File: src/rtl/pbc_defs.svh
/*
 * Shared constants for the two-port gpio block with change detection:
 * register offsets, field positions and reset values.
 * Assumes it is included by bare name from rtl files; definitions only.
 */
// Summary of operation
// - option bit 7 low enables all port-b pull-ups
// - output pins never get a pull-up
// - pull-ups off after power-on reset
// - change detect only on inputs b7..b4
// - or of mismatches against latch sets flag
// - change flag can wake from sleep
// - port-b read or write reloads compare latch
// - persisting mismatch keeps setting the flag
// - b0 doubles as schmitt external interrupt input
// - program mode uses b6 clock, b7 data
// - port-b direction resets to all inputs
// - port c has six individually directed pins
// - enabled peripheral overrides port-c direction
// - port-c pins shared with timer1, pwm, serial
// - upper two port-c bits read zero
// - port-c direction resets to all ones
// - direction one floats pin, zero drives latch
// - data read gives pins, write sets latch
`ifndef PBC_DEFS_SVH
`define PBC_DEFS_SVH

// register indices; the byte address is four times the index
`define PBC_IDX_PORT_B_DATA    8'h06
`define PBC_IDX_PORT_C_DATA    8'h07
`define PBC_IDX_OPTION         8'h81
`define PBC_IDX_PORT_B_DIR     8'h86
`define PBC_IDX_PORT_C_DIR     8'h87
`define PBC_IDX_INT_CTRL       8'h0B
`define PBC_IDX_MODE_CTRL      8'h10

// field positions
`define PBC_OPT_PULLUP_DIS_N   7
`define PBC_INT_CHANGE_FLAG    0
`define PBC_INT_CHANGE_EN      3
`define PBC_MODE_SLEEP         0
`define PBC_MODE_PROG          1

// reset values
`define PBC_RST_OPTION         8'hFF
`define PBC_RST_PORT_B_DIR     8'hFF
`define PBC_RST_PORT_C_DIR     6'h3F

`endif

File: src/rtl/pbc_pkg.sv
/*
 * Types shared by the gpio block.
 * Assumes pbc_defs.svh is compiled alongside.
 */
package pbc_pkg;

	// ahb-lite data-phase state of the register slave
	typedef enum logic [1:0] {
		PBC_IDLE,
		PBC_WRITE,
		PBC_READ
	} pbc_phase_t;

endpackage : pbc_pkg

File: src/rtl/pbc_sync.sv
/*
 * Three-flop pin synchroniser: a change is accepted only when the
 * second and third stages agree. Assumes pins are asynchronous to clk.
 */
`timescale 1ns/1ns
module pbc_sync #(
	parameter int WIDTH = 8
) (
	// clock and reset
	input  wire logic             clk,
	input  wire logic             srst,
	// pin side
	input  wire logic [WIDTH-1:0] pin_async,
	// synchronised side
	output logic      [WIDTH-1:0] pin_sync
);

	logic [WIDTH-1:0] stage1;
	logic [WIDTH-1:0] stage2;
	logic [WIDTH-1:0] stage3;

	// stage1 is read only by stage2, keeping metastability contained
	always_ff @(posedge clk) begin
		stage1 <= pin_async;
		stage2 <= stage1;
		stage3 <= stage2;
	end

	// per-bit agreement filter between stages two and three
	genvar i;
	generate
		for (i = 0; i < WIDTH; i++) begin : g_bit
			always_ff @(posedge clk) begin
				if (srst) begin
					pin_sync[i] <= 1'b0;
				end else if (stage2[i] == stage3[i]) begin
					pin_sync[i] <= stage3[i];
				end
			end
		end
	endgenerate

endmodule : pbc_sync

File: src/rtl/pbc_gpio.sv
/*
 * Port b / port c gpio with weak pull-up control, upper-nibble change
 * detection and peripheral direction override, behind an ahb-lite slave.
 * Assumes one ahb master, word transfers, pins resolved by the bench.
 */
// Decided for this implementation: the AHB-Lite register port.
`timescale 1ns/1ns
`include "pbc_defs.svh"
module pbc_gpio
	import pbc_pkg::*;
#(
	parameter int PB_WIDTH = 8,
	parameter int PC_WIDTH = 6
) (
	// clock and reset
	input  wire logic                clk,
	input  wire logic                srst,
	input  wire logic                por,
	// ahb-lite slave
	input  wire logic                hsel,
	input  wire logic [31:0]         haddr,
	input  wire logic [1:0]          htrans,
	input  wire logic                hwrite,
	input  wire logic [2:0]          hsize,
	input  wire logic [31:0]         hwdata,
	input  wire logic                hready,
	output logic      [31:0]         hrdata,
	output logic                     hreadyout,
	output logic                     hresp,
	// port b pins
	input  wire logic [PB_WIDTH-1:0] pb_in,
	output logic      [PB_WIDTH-1:0] pb_out,
	output logic      [PB_WIDTH-1:0] pb_oe,
	output logic      [PB_WIDTH-1:0] pb_pullup_en,
	// port b alternate functions
	output logic                     pb0_ext_int_pin,
	output logic                     pb6_prog_clock_pin,
	output logic                     pb7_prog_data_pin,
	output logic                     wake,
	output logic                     change_irq,
	// port c pins
	input  wire logic [PC_WIDTH-1:0] pc_in,
	output logic      [PC_WIDTH-1:0] pc_out,
	output logic      [PC_WIDTH-1:0] pc_oe,
	// port c peripheral override
	input  wire logic [PC_WIDTH-1:0] periph_en,
	input  wire logic [PC_WIDTH-1:0] periph_dir,
	input  wire logic [PC_WIDTH-1:0] periph_out,
	output logic      [PC_WIDTH-1:0] periph_in
);

	// software-visible state
	logic [7:0]          timer_pullup_option;
	logic [7:0]          port_b_direction;
	logic [5:0]          port_c_direction;
	logic [7:0]          port_b_latch;
	logic [5:0]          port_c_latch;
	logic                change_int_flag;
	logic                change_int_en;
	logic                sleep_mode;
	logic                prog_mode;
	logic [3:0]          compare_latch;

	// synchronised pins
	logic [PB_WIDTH-1:0] pb_sync;
	logic [PC_WIDTH-1:0] pc_sync;

	// ahb data-phase capture
	pbc_phase_t          phase;
	logic [7:0]          dp_index;

	// combinational helpers
	logic                addr_take;
	logic                wr_stb;
	logic                rd_stb;
	logic                pb_access;
	logic [3:0]          mismatch;
	logic [5:0]          pc_dir_eff;
	logic [31:0]         next_hrdata;
	logic [7:0]          wbyte;
	logic                wr_option;
	logic                wr_b_dir;
	logic                wr_c_dir;
	logic                wr_b_data;
	logic                wr_c_data;
	logic                wr_int_ctrl;
	logic                wr_mode_ctrl;

	// register byte address to printed index; misaligned or above the index range gives 8'hFF
	function automatic logic [7:0] reg_index(input logic [31:0] addr);
		logic [7:0] idx;
		idx = addr[9:2];
		if (addr[1:0] != 2'h0 || addr[31:10] != 22'h0) begin
			idx = 8'hFF;
		end
		return idx;
	endfunction : reg_index

	// one data-phase write aimed at a given register index; shared by
	// every register so all of them decode a write the same way
	function automatic logic write_hit(input pbc_phase_t ph,
	                                   input logic [7:0] cur,
	                                   input logic [7:0] idx);
		return (ph == PBC_WRITE) && (cur == idx);
	endfunction : write_hit

	// pins pass the three-flop filter before any logic sees them
	pbc_sync #(
		.WIDTH (PB_WIDTH)
	) u_sync_b (
		.clk       (clk),
		.srst      (srst),
		.pin_async (pb_in),
		.pin_sync  (pb_sync)
	);

	// port-c pins only feed reads and the peripheral inputs
	pbc_sync #(
		.WIDTH (PC_WIDTH)
	) u_sync_c (
		.clk       (clk),
		.srst      (srst),
		.pin_async (pc_in),
		.pin_sync  (pc_sync)
	);

	// address phase acceptance and data-phase strobes
	assign addr_take = hsel && hready && htrans[1];
	assign wr_stb    = (phase == PBC_WRITE);
	assign rd_stb    = (phase == PBC_READ);
	assign wbyte     = hwdata[7:0];
	assign pb_access = (wr_stb || rd_stb) &&
	                   (dp_index == `PBC_IDX_PORT_B_DATA);

	// per-register write strobes, all from the same data-phase decode
	assign wr_option    = write_hit(phase, dp_index, `PBC_IDX_OPTION);
	assign wr_b_dir     = write_hit(phase, dp_index, `PBC_IDX_PORT_B_DIR);
	assign wr_c_dir     = write_hit(phase, dp_index, `PBC_IDX_PORT_C_DIR);
	assign wr_b_data    = write_hit(phase, dp_index, `PBC_IDX_PORT_B_DATA);
	assign wr_c_data    = write_hit(phase, dp_index, `PBC_IDX_PORT_C_DATA);
	assign wr_int_ctrl  = write_hit(phase, dp_index, `PBC_IDX_INT_CTRL);
	assign wr_mode_ctrl = write_hit(phase, dp_index, `PBC_IDX_MODE_CTRL);

	// kind and index of the access, captured at the address edge
	always_ff @(posedge clk) begin
		if (srst) begin
			phase    <= PBC_IDLE;
			dp_index <= 8'h00;
		end else if (addr_take) begin
			phase    <= hwrite ? PBC_WRITE : PBC_READ;
			dp_index <= reg_index(haddr);
		end else begin
			phase    <= PBC_IDLE;
		end
	end

	// reads stall one cycle: hrdata must come from a flop, and loading
	// it in the data phase lets a read see a write made just before it;
	// writes never stall and the answer is always okay
	always_ff @(posedge clk) begin
		if (srst) begin
			hreadyout <= 1'b1;
			hresp     <= 1'b0;
		end else begin
			hreadyout <= !(addr_take && !hwrite);
			hresp     <= 1'b0;
		end
	end

	// option register: bit 7 low turns the pull-ups on
	always_ff @(posedge clk) begin
		if (srst || por) begin
			timer_pullup_option <= `PBC_RST_OPTION;
		end else if (wr_option) begin
			timer_pullup_option <= wbyte;
		end
	end

	// direction registers come up as all inputs
	always_ff @(posedge clk) begin
		if (srst || por) begin
			port_b_direction <= `PBC_RST_PORT_B_DIR;
			port_c_direction <= `PBC_RST_PORT_C_DIR;
		end else begin
			if (wr_b_dir) begin
				port_b_direction <= wbyte;
			end
			if (wr_c_dir) begin
				port_c_direction <= wbyte[5:0];
			end
		end
	end

	// output latches keep their value over non-power resets
	always_ff @(posedge clk) begin
		if (por) begin
			port_b_latch <= 8'h00;
			port_c_latch <= 6'h00;
		end else begin
			if (wr_b_data) begin
				port_b_latch <= wbyte;
			end
			if (wr_c_data) begin
				port_c_latch <= wbyte[5:0];
			end
		end
	end

	// mode control and change-interrupt enable
	always_ff @(posedge clk) begin
		if (srst || por) begin
			sleep_mode    <= 1'b0;
			prog_mode     <= 1'b0;
			change_int_en <= 1'b0;
		end else begin
			if (wr_mode_ctrl) begin
				sleep_mode <= wbyte[`PBC_MODE_SLEEP];
				prog_mode  <= wbyte[`PBC_MODE_PROG];
			end else if (sleep_mode && change_int_flag) begin
				sleep_mode <= 1'b0;
			end
			if (wr_int_ctrl) begin
				change_int_en <= wbyte[`PBC_INT_CHANGE_EN];
			end
		end
	end

	// only upper input pins take part; outputs are masked out
	always_comb begin
		mismatch = (pb_sync[7:4] ^ compare_latch) &
		           port_b_direction[7:4];
	end

	// any port-b read or write reloads the compare latch
	always_ff @(posedge clk) begin
		if (srst || por) begin
			compare_latch <= 4'h0;
		end else if (pb_access) begin
			compare_latch <= pb_sync[7:4];
		end
	end

	// flag: set wins over clear, so a live mismatch re-sets it
	// limitation: any port-b poll ends the mismatch, so a key can be lost
	always_ff @(posedge clk) begin
		if (srst || por) begin
			change_int_flag <= 1'b0;
		end else if (|mismatch && !pb_access) begin
			change_int_flag <= 1'b1;
		end else if (wr_int_ctrl && !wbyte[`PBC_INT_CHANGE_FLAG]) begin
			change_int_flag <= 1'b0;
		end
	end

	// peripheral direction override for port c
	always_comb begin
		for (int i = 0; i < PC_WIDTH; i++) begin
			pc_dir_eff[i] = periph_en[i] ? periph_dir[i]
			                             : port_c_direction[i];
		end
	end

	// port-b drivers: direction one floats, zero drives the latch
	always_ff @(posedge clk) begin
		if (srst || por) begin
			pb_oe        <= 8'h00;
			pb_out       <= 8'h00;
			pb_pullup_en <= 8'h00;
		end else begin
			pb_oe        <= ~port_b_direction;
			pb_out       <= port_b_latch;
			// pull-up only on inputs, and only when enabled
			pb_pullup_en <= port_b_direction &
			    {8{~timer_pullup_option[`PBC_OPT_PULLUP_DIS_N]}};
		end
	end

	// port-c drivers: an enabled peripheral owns direction and level of
	// its pin while the software latch keeps its value underneath
	always_ff @(posedge clk) begin
		if (srst || por) begin
			pc_oe     <= 6'h00;
			pc_out    <= 6'h00;
			periph_in <= 6'h00;
		end else begin
			pc_oe     <= ~pc_dir_eff;
			for (int i = 0; i < PC_WIDTH; i++) begin
				pc_out[i] <= periph_en[i] ? periph_out[i]
				                          : port_c_latch[i];
			end
			periph_in <= pc_sync;
		end
	end

	// alternate port-b functions, taken from synchronised pins
	always_ff @(posedge clk) begin
		if (srst || por) begin
			pb0_ext_int_pin    <= 1'b0;
			pb6_prog_clock_pin <= 1'b0;
			pb7_prog_data_pin  <= 1'b0;
		end else begin
			pb0_ext_int_pin    <= pb_sync[0];
			pb6_prog_clock_pin <= prog_mode & pb_sync[6];
			pb7_prog_data_pin  <= prog_mode & pb_sync[7];
		end
	end

	// wake and interrupt follow the flag one edge later; wake is only a
	// short pulse because sleep ends on the same flag
	always_ff @(posedge clk) begin
		if (srst || por) begin
			wake       <= 1'b0;
			change_irq <= 1'b0;
		end else begin
			wake       <= sleep_mode & change_int_flag;
			change_irq <= change_int_en & change_int_flag;
		end
	end

	// read mux: data registers return the pin levels
	always_comb begin
		next_hrdata = 32'h0000_0000;
		unique case (dp_index)
			`PBC_IDX_PORT_B_DATA: next_hrdata[7:0] = pb_sync;
			`PBC_IDX_PORT_C_DATA: next_hrdata[5:0] = pc_sync;
			`PBC_IDX_OPTION:      next_hrdata[7:0] = timer_pullup_option;
			`PBC_IDX_PORT_B_DIR:  next_hrdata[7:0] = port_b_direction;
			// reads back the effective direction
			`PBC_IDX_PORT_C_DIR:  next_hrdata[5:0] = pc_dir_eff;
			`PBC_IDX_INT_CTRL: begin
				next_hrdata[`PBC_INT_CHANGE_FLAG] = change_int_flag;
				next_hrdata[`PBC_INT_CHANGE_EN]   = change_int_en;
			end
			`PBC_IDX_MODE_CTRL: begin
				next_hrdata[`PBC_MODE_SLEEP] = sleep_mode;
				next_hrdata[`PBC_MODE_PROG]  = prog_mode;
			end
			default:              next_hrdata = 32'h0000_0000;
		endcase
	end

	// read data is loaded at the end of the wait cycle and then held,
	// so it stands unchanged while hreadyout is high
	always_ff @(posedge clk) begin
		if (srst) begin
			hrdata <= 32'h0000_0000;
		end else if (rd_stb) begin
			hrdata <= next_hrdata;
		end
	end

endmodule : pbc_gpio

File: config.mk
export PLATFORM = sky130hd
export DESIGN_NAME = pbc_gpio
export DESIGN_NICKNAME = d
export VERILOG_FILES = /design/src/rtl/pbc_pkg.sv /design/src/rtl/pbc_sync.sv /design/src/rtl/pbc_gpio.sv
export VERILOG_INCLUDE_DIRS = /design/src /design/src/rtl
export SDC_FILE = /design/constraint.sdc
export NUM_CORES = 1
export LEC_CHECK = 0
export BUFFER_PORTS_ARGS = -buffer_cell sky130_fd_sc_hd__buf_2
export CORE_MARGIN = 10
export CORE_UTILIZATION = 45
export DETAILED_ROUTE_END_ITERATION = 16
export HOLD_SLACK_MARGIN = 0.05
export PLACE_DENSITY = 0.81
export SYNTH_ARGS = -nofsm -noshare
export SYNTH_HDL_FRONTEND = slang
export SYNTH_SLANG_ARGS = --single-unit
File: constraint.sdc
create_clock -name clk -period 1.6 [get_ports clk]
set_input_delay 0.16 -clock clk [delete_from_list [all_inputs] [get_ports clk]]
set_output_delay 0.16 -clock clk [all_outputs]
set_load 0.03 [all_outputs]
# After elaboration in Yosys (flattened, before gate mapping)
# Index checks and enable logic that the tools add are counted.
[word_totals]
reg_bits = 166
output_inout_bits = 81
wordCells = 130
[op_classes]
n_eq_ne = 23
n_mux = 24
bitwise_logic = 11
n_reduce_logical = 27
[ops]
columns = ["cell", "count"]
rows = [
  ["$eq 8x8->1 const B", 3],
  ["$reduce_bool 22->1", 1],
  ["$eq 8x3->1 const B", 2],
  ["$mux 1", 16],
  ["$eq 1x1->1", 14],
  ["$logic_and 1x1->1", 14],
  ["$pmux 1 s6", 2],
  ["$pmux 2 s5", 1],
  ["$and 8x8->8", 1],
  ["$eq 8x4->1 const B", 1],
  ["$eq 8x5->1 const B", 1],
  ["$mux 8", 1],
  ["$not 8->8", 1],
  ["$pmux 1 s7", 1],
  ["$not 6->6", 1],
  ["$pmux 2 s3", 1],
  ["$reduce_bool 2->1", 3],
  ["$pmux 1 s5", 1],
  ["$and 1x1->1", 4],
  ["$and 4x4->4", 1],
  ["$logic_not 1->1", 4],
  ["$reduce_or 4->1", 1],
  ["$xor 4x4->4", 1],
  ["$logic_or 1x1->1", 3],
  ["other kinds (5)", 6],
]

# Longest topological paths before layout
[depth]
depth_word = 6
mapped_depth = 7
mapped_depth_nobuf = 6

# Modules after synthesis
# From an unflattened synthesis, not the netlist that was laid out.
[hier_totals]
hier_cells = 549
area_unflattened_um2 = 5791.8
[by_module_without_submodules]
columns = ["mod", "n_inst", "cells_per_inst", "area_each_um2"]
rows = [
  ["pbc_gpio", 1, 450, 4463.0],
  ["pbc_sync (u_sync_b)", 1, 57, 765.7],
  ["pbc_sync (u_sync_c)", 1, 42, 563.0],
]

# Worst setup path after synthesis
# OpenSTA, ideal clock, no wires.
[synth_path]
path_kind = "reg-to-reg"
startpoint = "register dp_index[4]"
endpoint = "register hrdata[2]"
setup_ps = 58
arrival_ps = 1679
path_slack_ps = -137
stages_incl_launch_ff = 6
n_path_buf = 1
synth_period_minus_slack_ps = 1737
path_cell_list = "dfxtp_1 -> buf_6 -> or4_4 -> or4b_4 -> nor2_1 -> a221o_2"
[synth_between]
elab_chain_len = 2
word_cells_on_any_way = 6
[synth_rtl]
columns = ["element", "line", "source"]
rows = [
  ["start, declared", "pbc_gpio.sv:70", "logic [7:0] dp_index;"],
  ["start signal, assigned", "pbc_gpio.sv:151", "dp_index <= reg_index(haddr);"],
  ["$eq 8x8->1 or $eq 8x3->1 (tied branches)", "pbc_gpio.sv:323", "unique case (dp_index)"],
  ["$pmux 1 s5 (*)", "pbc_gpio.sv:323", ""],
  ["end signal, assigned", "pbc_gpio.sv:348", "hrdata <= next_hrdata;"],
  ["end, declared", "pbc_gpio.sv:27", "output logic [31:0] hrdata,"],
]
# Every way passes the cells marked *; elsewhere a longest branch is shown, timed or not.
# A chain may end at the register's enable or synchronous reset.

# Worst setup path in the final report
[layout_path]
startpoint = "register dp_index[7]"
endpoint = "register hrdata[2]"
# Same word-level chain as after synthesis.

==> impl_metrics.json <==
{
  "status": "complete, but fails checks",
  "violations": "negative setup slack",
  "peakVddDrop_mv": 1.018,
  "num_vias": 4655,
  "core_mm2": 0.01252,
  "seq_power_share_pct": 48.0,
  "pwr_density_cell_mw_per_mm2": 1134,
  "synthesis.area_mm2": 0.005725,
  "cts_tree": "done",
  "num_rows": 41,
  "area_delta_synth_final_pct": 38.24,
  "dieArea_mm2": 0.01763,
  "hold_path_depth": 3,
  "clockBufferDepth": 2,
  "cp.arrival_ns": 2.06,
  "path_clk_slew_ns": 0.06,
  "clock_latency_ns": 0.42,
  "cts.htree.levels": 4,
  "yosys_warnings": 0,
  "portBuffers": 134,
  "comb_power_share_pct": 7.5,
  "setup_tns_ns": -0.3796,
  "crit_type": "flop to flop",
  "hold_class": "primary input to flop",
  "fmax_mhz": 592.0,
  "cts-root-buf": "clkbuf_16",
  "grt_pass1_wl_mm": 25.12,
  "fin_crit_sh_pct": 105.6,
  "die_h_um": 132.8,
  "grt_pass1_vias": 4946,
  "async_flop_share_pct": 0,
  "drc_errors": 0,
  "crit_fanout": 3,
  "syn_area_per_cell_um2": 10.41,
  "grt_usage_pct": 17.70,
  "clockPowerShare_pct": 44.6,
  "power_mw": 8.975,
  "cts_buffers": 17,
  "fillerInstances": 1013,
  "die_w_um": 132.8,
  "seq_area_frac_synth_pct": 58.04,
  "slowest_delay_ns": 0.56,
  "gp_congestion": 0.9160,
  "synth_seq_cells": 166,
  "r2r_cells": 4,
  "fin_skew_ns": 0.008196,
  "drt-pass1-iter-count": 4,
  "drv_slew": 0,
  "end_kind": "flop",
  "diodes": 0,
  "power_switching_mw": 2.107,
  "rsz0062_at_grt": "true",
  "syn_inst": 550,
  "yosysUniqueCellTypes": 47,
  "clkSinkCount": 166,
  "finalHoldViolCount": 0,
  "layout-drive-gt1-share_pct": 32.51,
  "layout_setup_ws_ns": -0.08928,
  "internal-power_mw": 6.868,
  "drv_cap": 0,
  "power.leakage_nw": 3.630,
  "antenna_left": 0,
  "fin_area_mm2": 0.007915,
  "vias_per_cell": 4.947,
  "placed_cell_area_mm2": 0.006659,
  "start_kind": "flop",
  "synth_edf_count": 0,
  "final_nets": 865,
  "cp_cell_sequence": "or4_4, or4b_4, nor2_1, a221o_2",
  "grt_max_degree": 37,
  "hpwl_mm": 11.29,
  "setup_viol": 7,
  "synthFlopType": "dfxtp_1",
  "wl_per_cell_um": 16.82,
  "start_util_pct": 45.74,
  "final.min_clock_period_ns": 1.689,
  "drt_wl_total_mm": 15.83,
  "grt_overflow": 0,
  "worstPathRequired_ns": 1.97,
  "io_pins": 188,
  "antenna_found_initial": 0,
  "drt_iter0_markers": 314,
  "p_sw_share_pct": 23.48,
  "slowest_stage": "or4_4"
}
==> critical path: cells and delay by family, from the launching register on <==
kind,cells,cell delay [ns]
DFF,1,0.32
AOI/OAI and AO/OA,1,0.11
and+or+nand+nor,3,1.22
==> cell type report <==
| cell class | count | area [um2] | share of cell area, % |
|---|---|---|---|
| sequential | 166 | 3336 | 42.14 |
| multi-input combinational | 356 | 2367 | 29.91 |
| timing repair buffer | 212 | 1393 | 17.59 |
| clock buffer | 21 | 480.5 | 6.070 |
| tap | 172 | 215.2 | 2.719 |
| clock inverter | 11 | 112.6 | 1.423 |
| inverter | 3 | 11.26 | 0.1423 |
==> stage by stage <==
stage | hold slack (ns) | cells | worst slack [ns] | utilization [%]
after floorplan | 0.1877 | 574 | -0.08251 | -
after global placement | 0.2623 | 861 | -0.07721 | 53.20
after detailed placement | 0.2636 | 861 | -0.1003 | 53.20
after CTS | 0.05115 | 934 | -0.08712 | 61.68
after global routing | 0.07240 | 941 | -0.1429 | 63.23
final | 0.06838 | 941 | -0.08928 | 63.23
==> registers in the layout, indices dropped and copies added (netlist names), 8 cells and up <==
signal,flops
dp_index,8
pb_out,8
u_sync_b.stage3,8
pb_pullup_en,8
port_b_direction,8
u_sync_b.pin_sync,8
pb_oe,8
hrdata,8
u_sync_b.stage1,8
timer_pullup_option,8
u_sync_b.stage2,8
port_b_latch,8
==> Yosys cell counts (6+ instances only) <==
library cell,n,share of area [%]
buf_4,25,3.3
o21ai_0,18,1.6
clkbuf_1,17,1.1
and2_1,34,3.7
dfxtp_1,166,58
nand2_1,48,3.1
nor3_1,11,0.96
nand3_1,11,0.96
a21oi_1,25,2.2
a211oi_1,6,0.79
nor4_1,14,1.5
a22o_1,6,0.92
mux2i_1,50,8.7
nor2_1,51,3.3
==> logic make-up (layout without fill, tap and decap cells) <==
family	count (synthesis)	count (layout)	share of synthesized area, %
compound gates	73	73	8.130
simple gates	202	202	18.71
flops	166	166	58.04
xor+xnor	4	4	0.6118
mux	50	50	8.741
buf+inv	52	247	5.267
other cells	1	25	0.06550
fa+ha+maj	2	2	0.4370
==> power groups by stage <==
stage	clock network, mW	registers (mW)	logic (mW)
finish	4.00	4.31	0.669
global route	4.23	4.32	0.718
CTS	4.07	4.31	0.630
detailed placement	0	4.40	0.543
global placement	0	4.39	0.530
floorplan	0	4.41	0.330
==> final timing paths <==
check	startpoint	endpoint	slack, ns
setup / recovery	dp_index[7]$_SDFFE_PP0P_	hrdata[2]$_SDFFE_PP0N_	-0.09
hold / removal	haddr[4]	dp_index[2]$_SDFFE_PP0P_	0.07
setup reg to reg	dp_index[7]$_SDFFE_PP0P_	hrdata[2]$_SDFFE_PP0N_	-0.09
hold reg to reg	u_sync_b.stage1[2]$_DFF_P_	u_sync_b.stage2[2]$_DFF_P_	0.33
==> repair_timing <==
| item | CTS | global route |
|---|---|---|
| pin swaps | 6 | 16 |
| hold buffers | 39 | 0 |
| endpoints found under the setup margin | 36 | 38 |
| endpoints found under the hold margin | 47 | 0 |
| cloned | 0 | 1 |
| resized for setup | 16 | 35 |
| buffers inserted | 2 | 7 |
==> layer usage <==
metal	global-route usage (%)	share of wire, %	vias to the layer above
met1	19.08	40	2206
met2	31.32	51	163
met3	5.375	6.4	24
li1	-	-	2262
met4	7.518	2.2	0
met5	0	0	-
==> placed cells by master (no fill, tap or decap), types with 5 or more instances in the layout <==
master | synthesis | final
a211oi_1 | 6 | 5
a21oi_1 | 25 | 18
a21oi_2 | 0 | 7
a22o_1 | 6 | 6
and2_1 | 34 | 32
and3_1 | 5 | 5
buf_2 | 4 | 135
buf_4 | 25 | 28
buf_6 | 1 | 9
clkbuf_16 | 0 | 17
conb_1 | 1 | 25
dfxtp_1 | 166 | 160
dlygate4sd3_1 | 0 | 39
inv_6 | 0 | 5
mux2i_1 | 50 | 49
nand2_1 | 48 | 47
nand3_1 | 11 | 5
nand3_4 | 0 | 5
nor2_1 | 51 | 50
nor2b_1 | 5 | 5
nor3_1 | 11 | 11
nor4_1 | 14 | 14
o21ai_0 | 18 | 16
No activity file was read; power rests on OpenSTA's default activity.
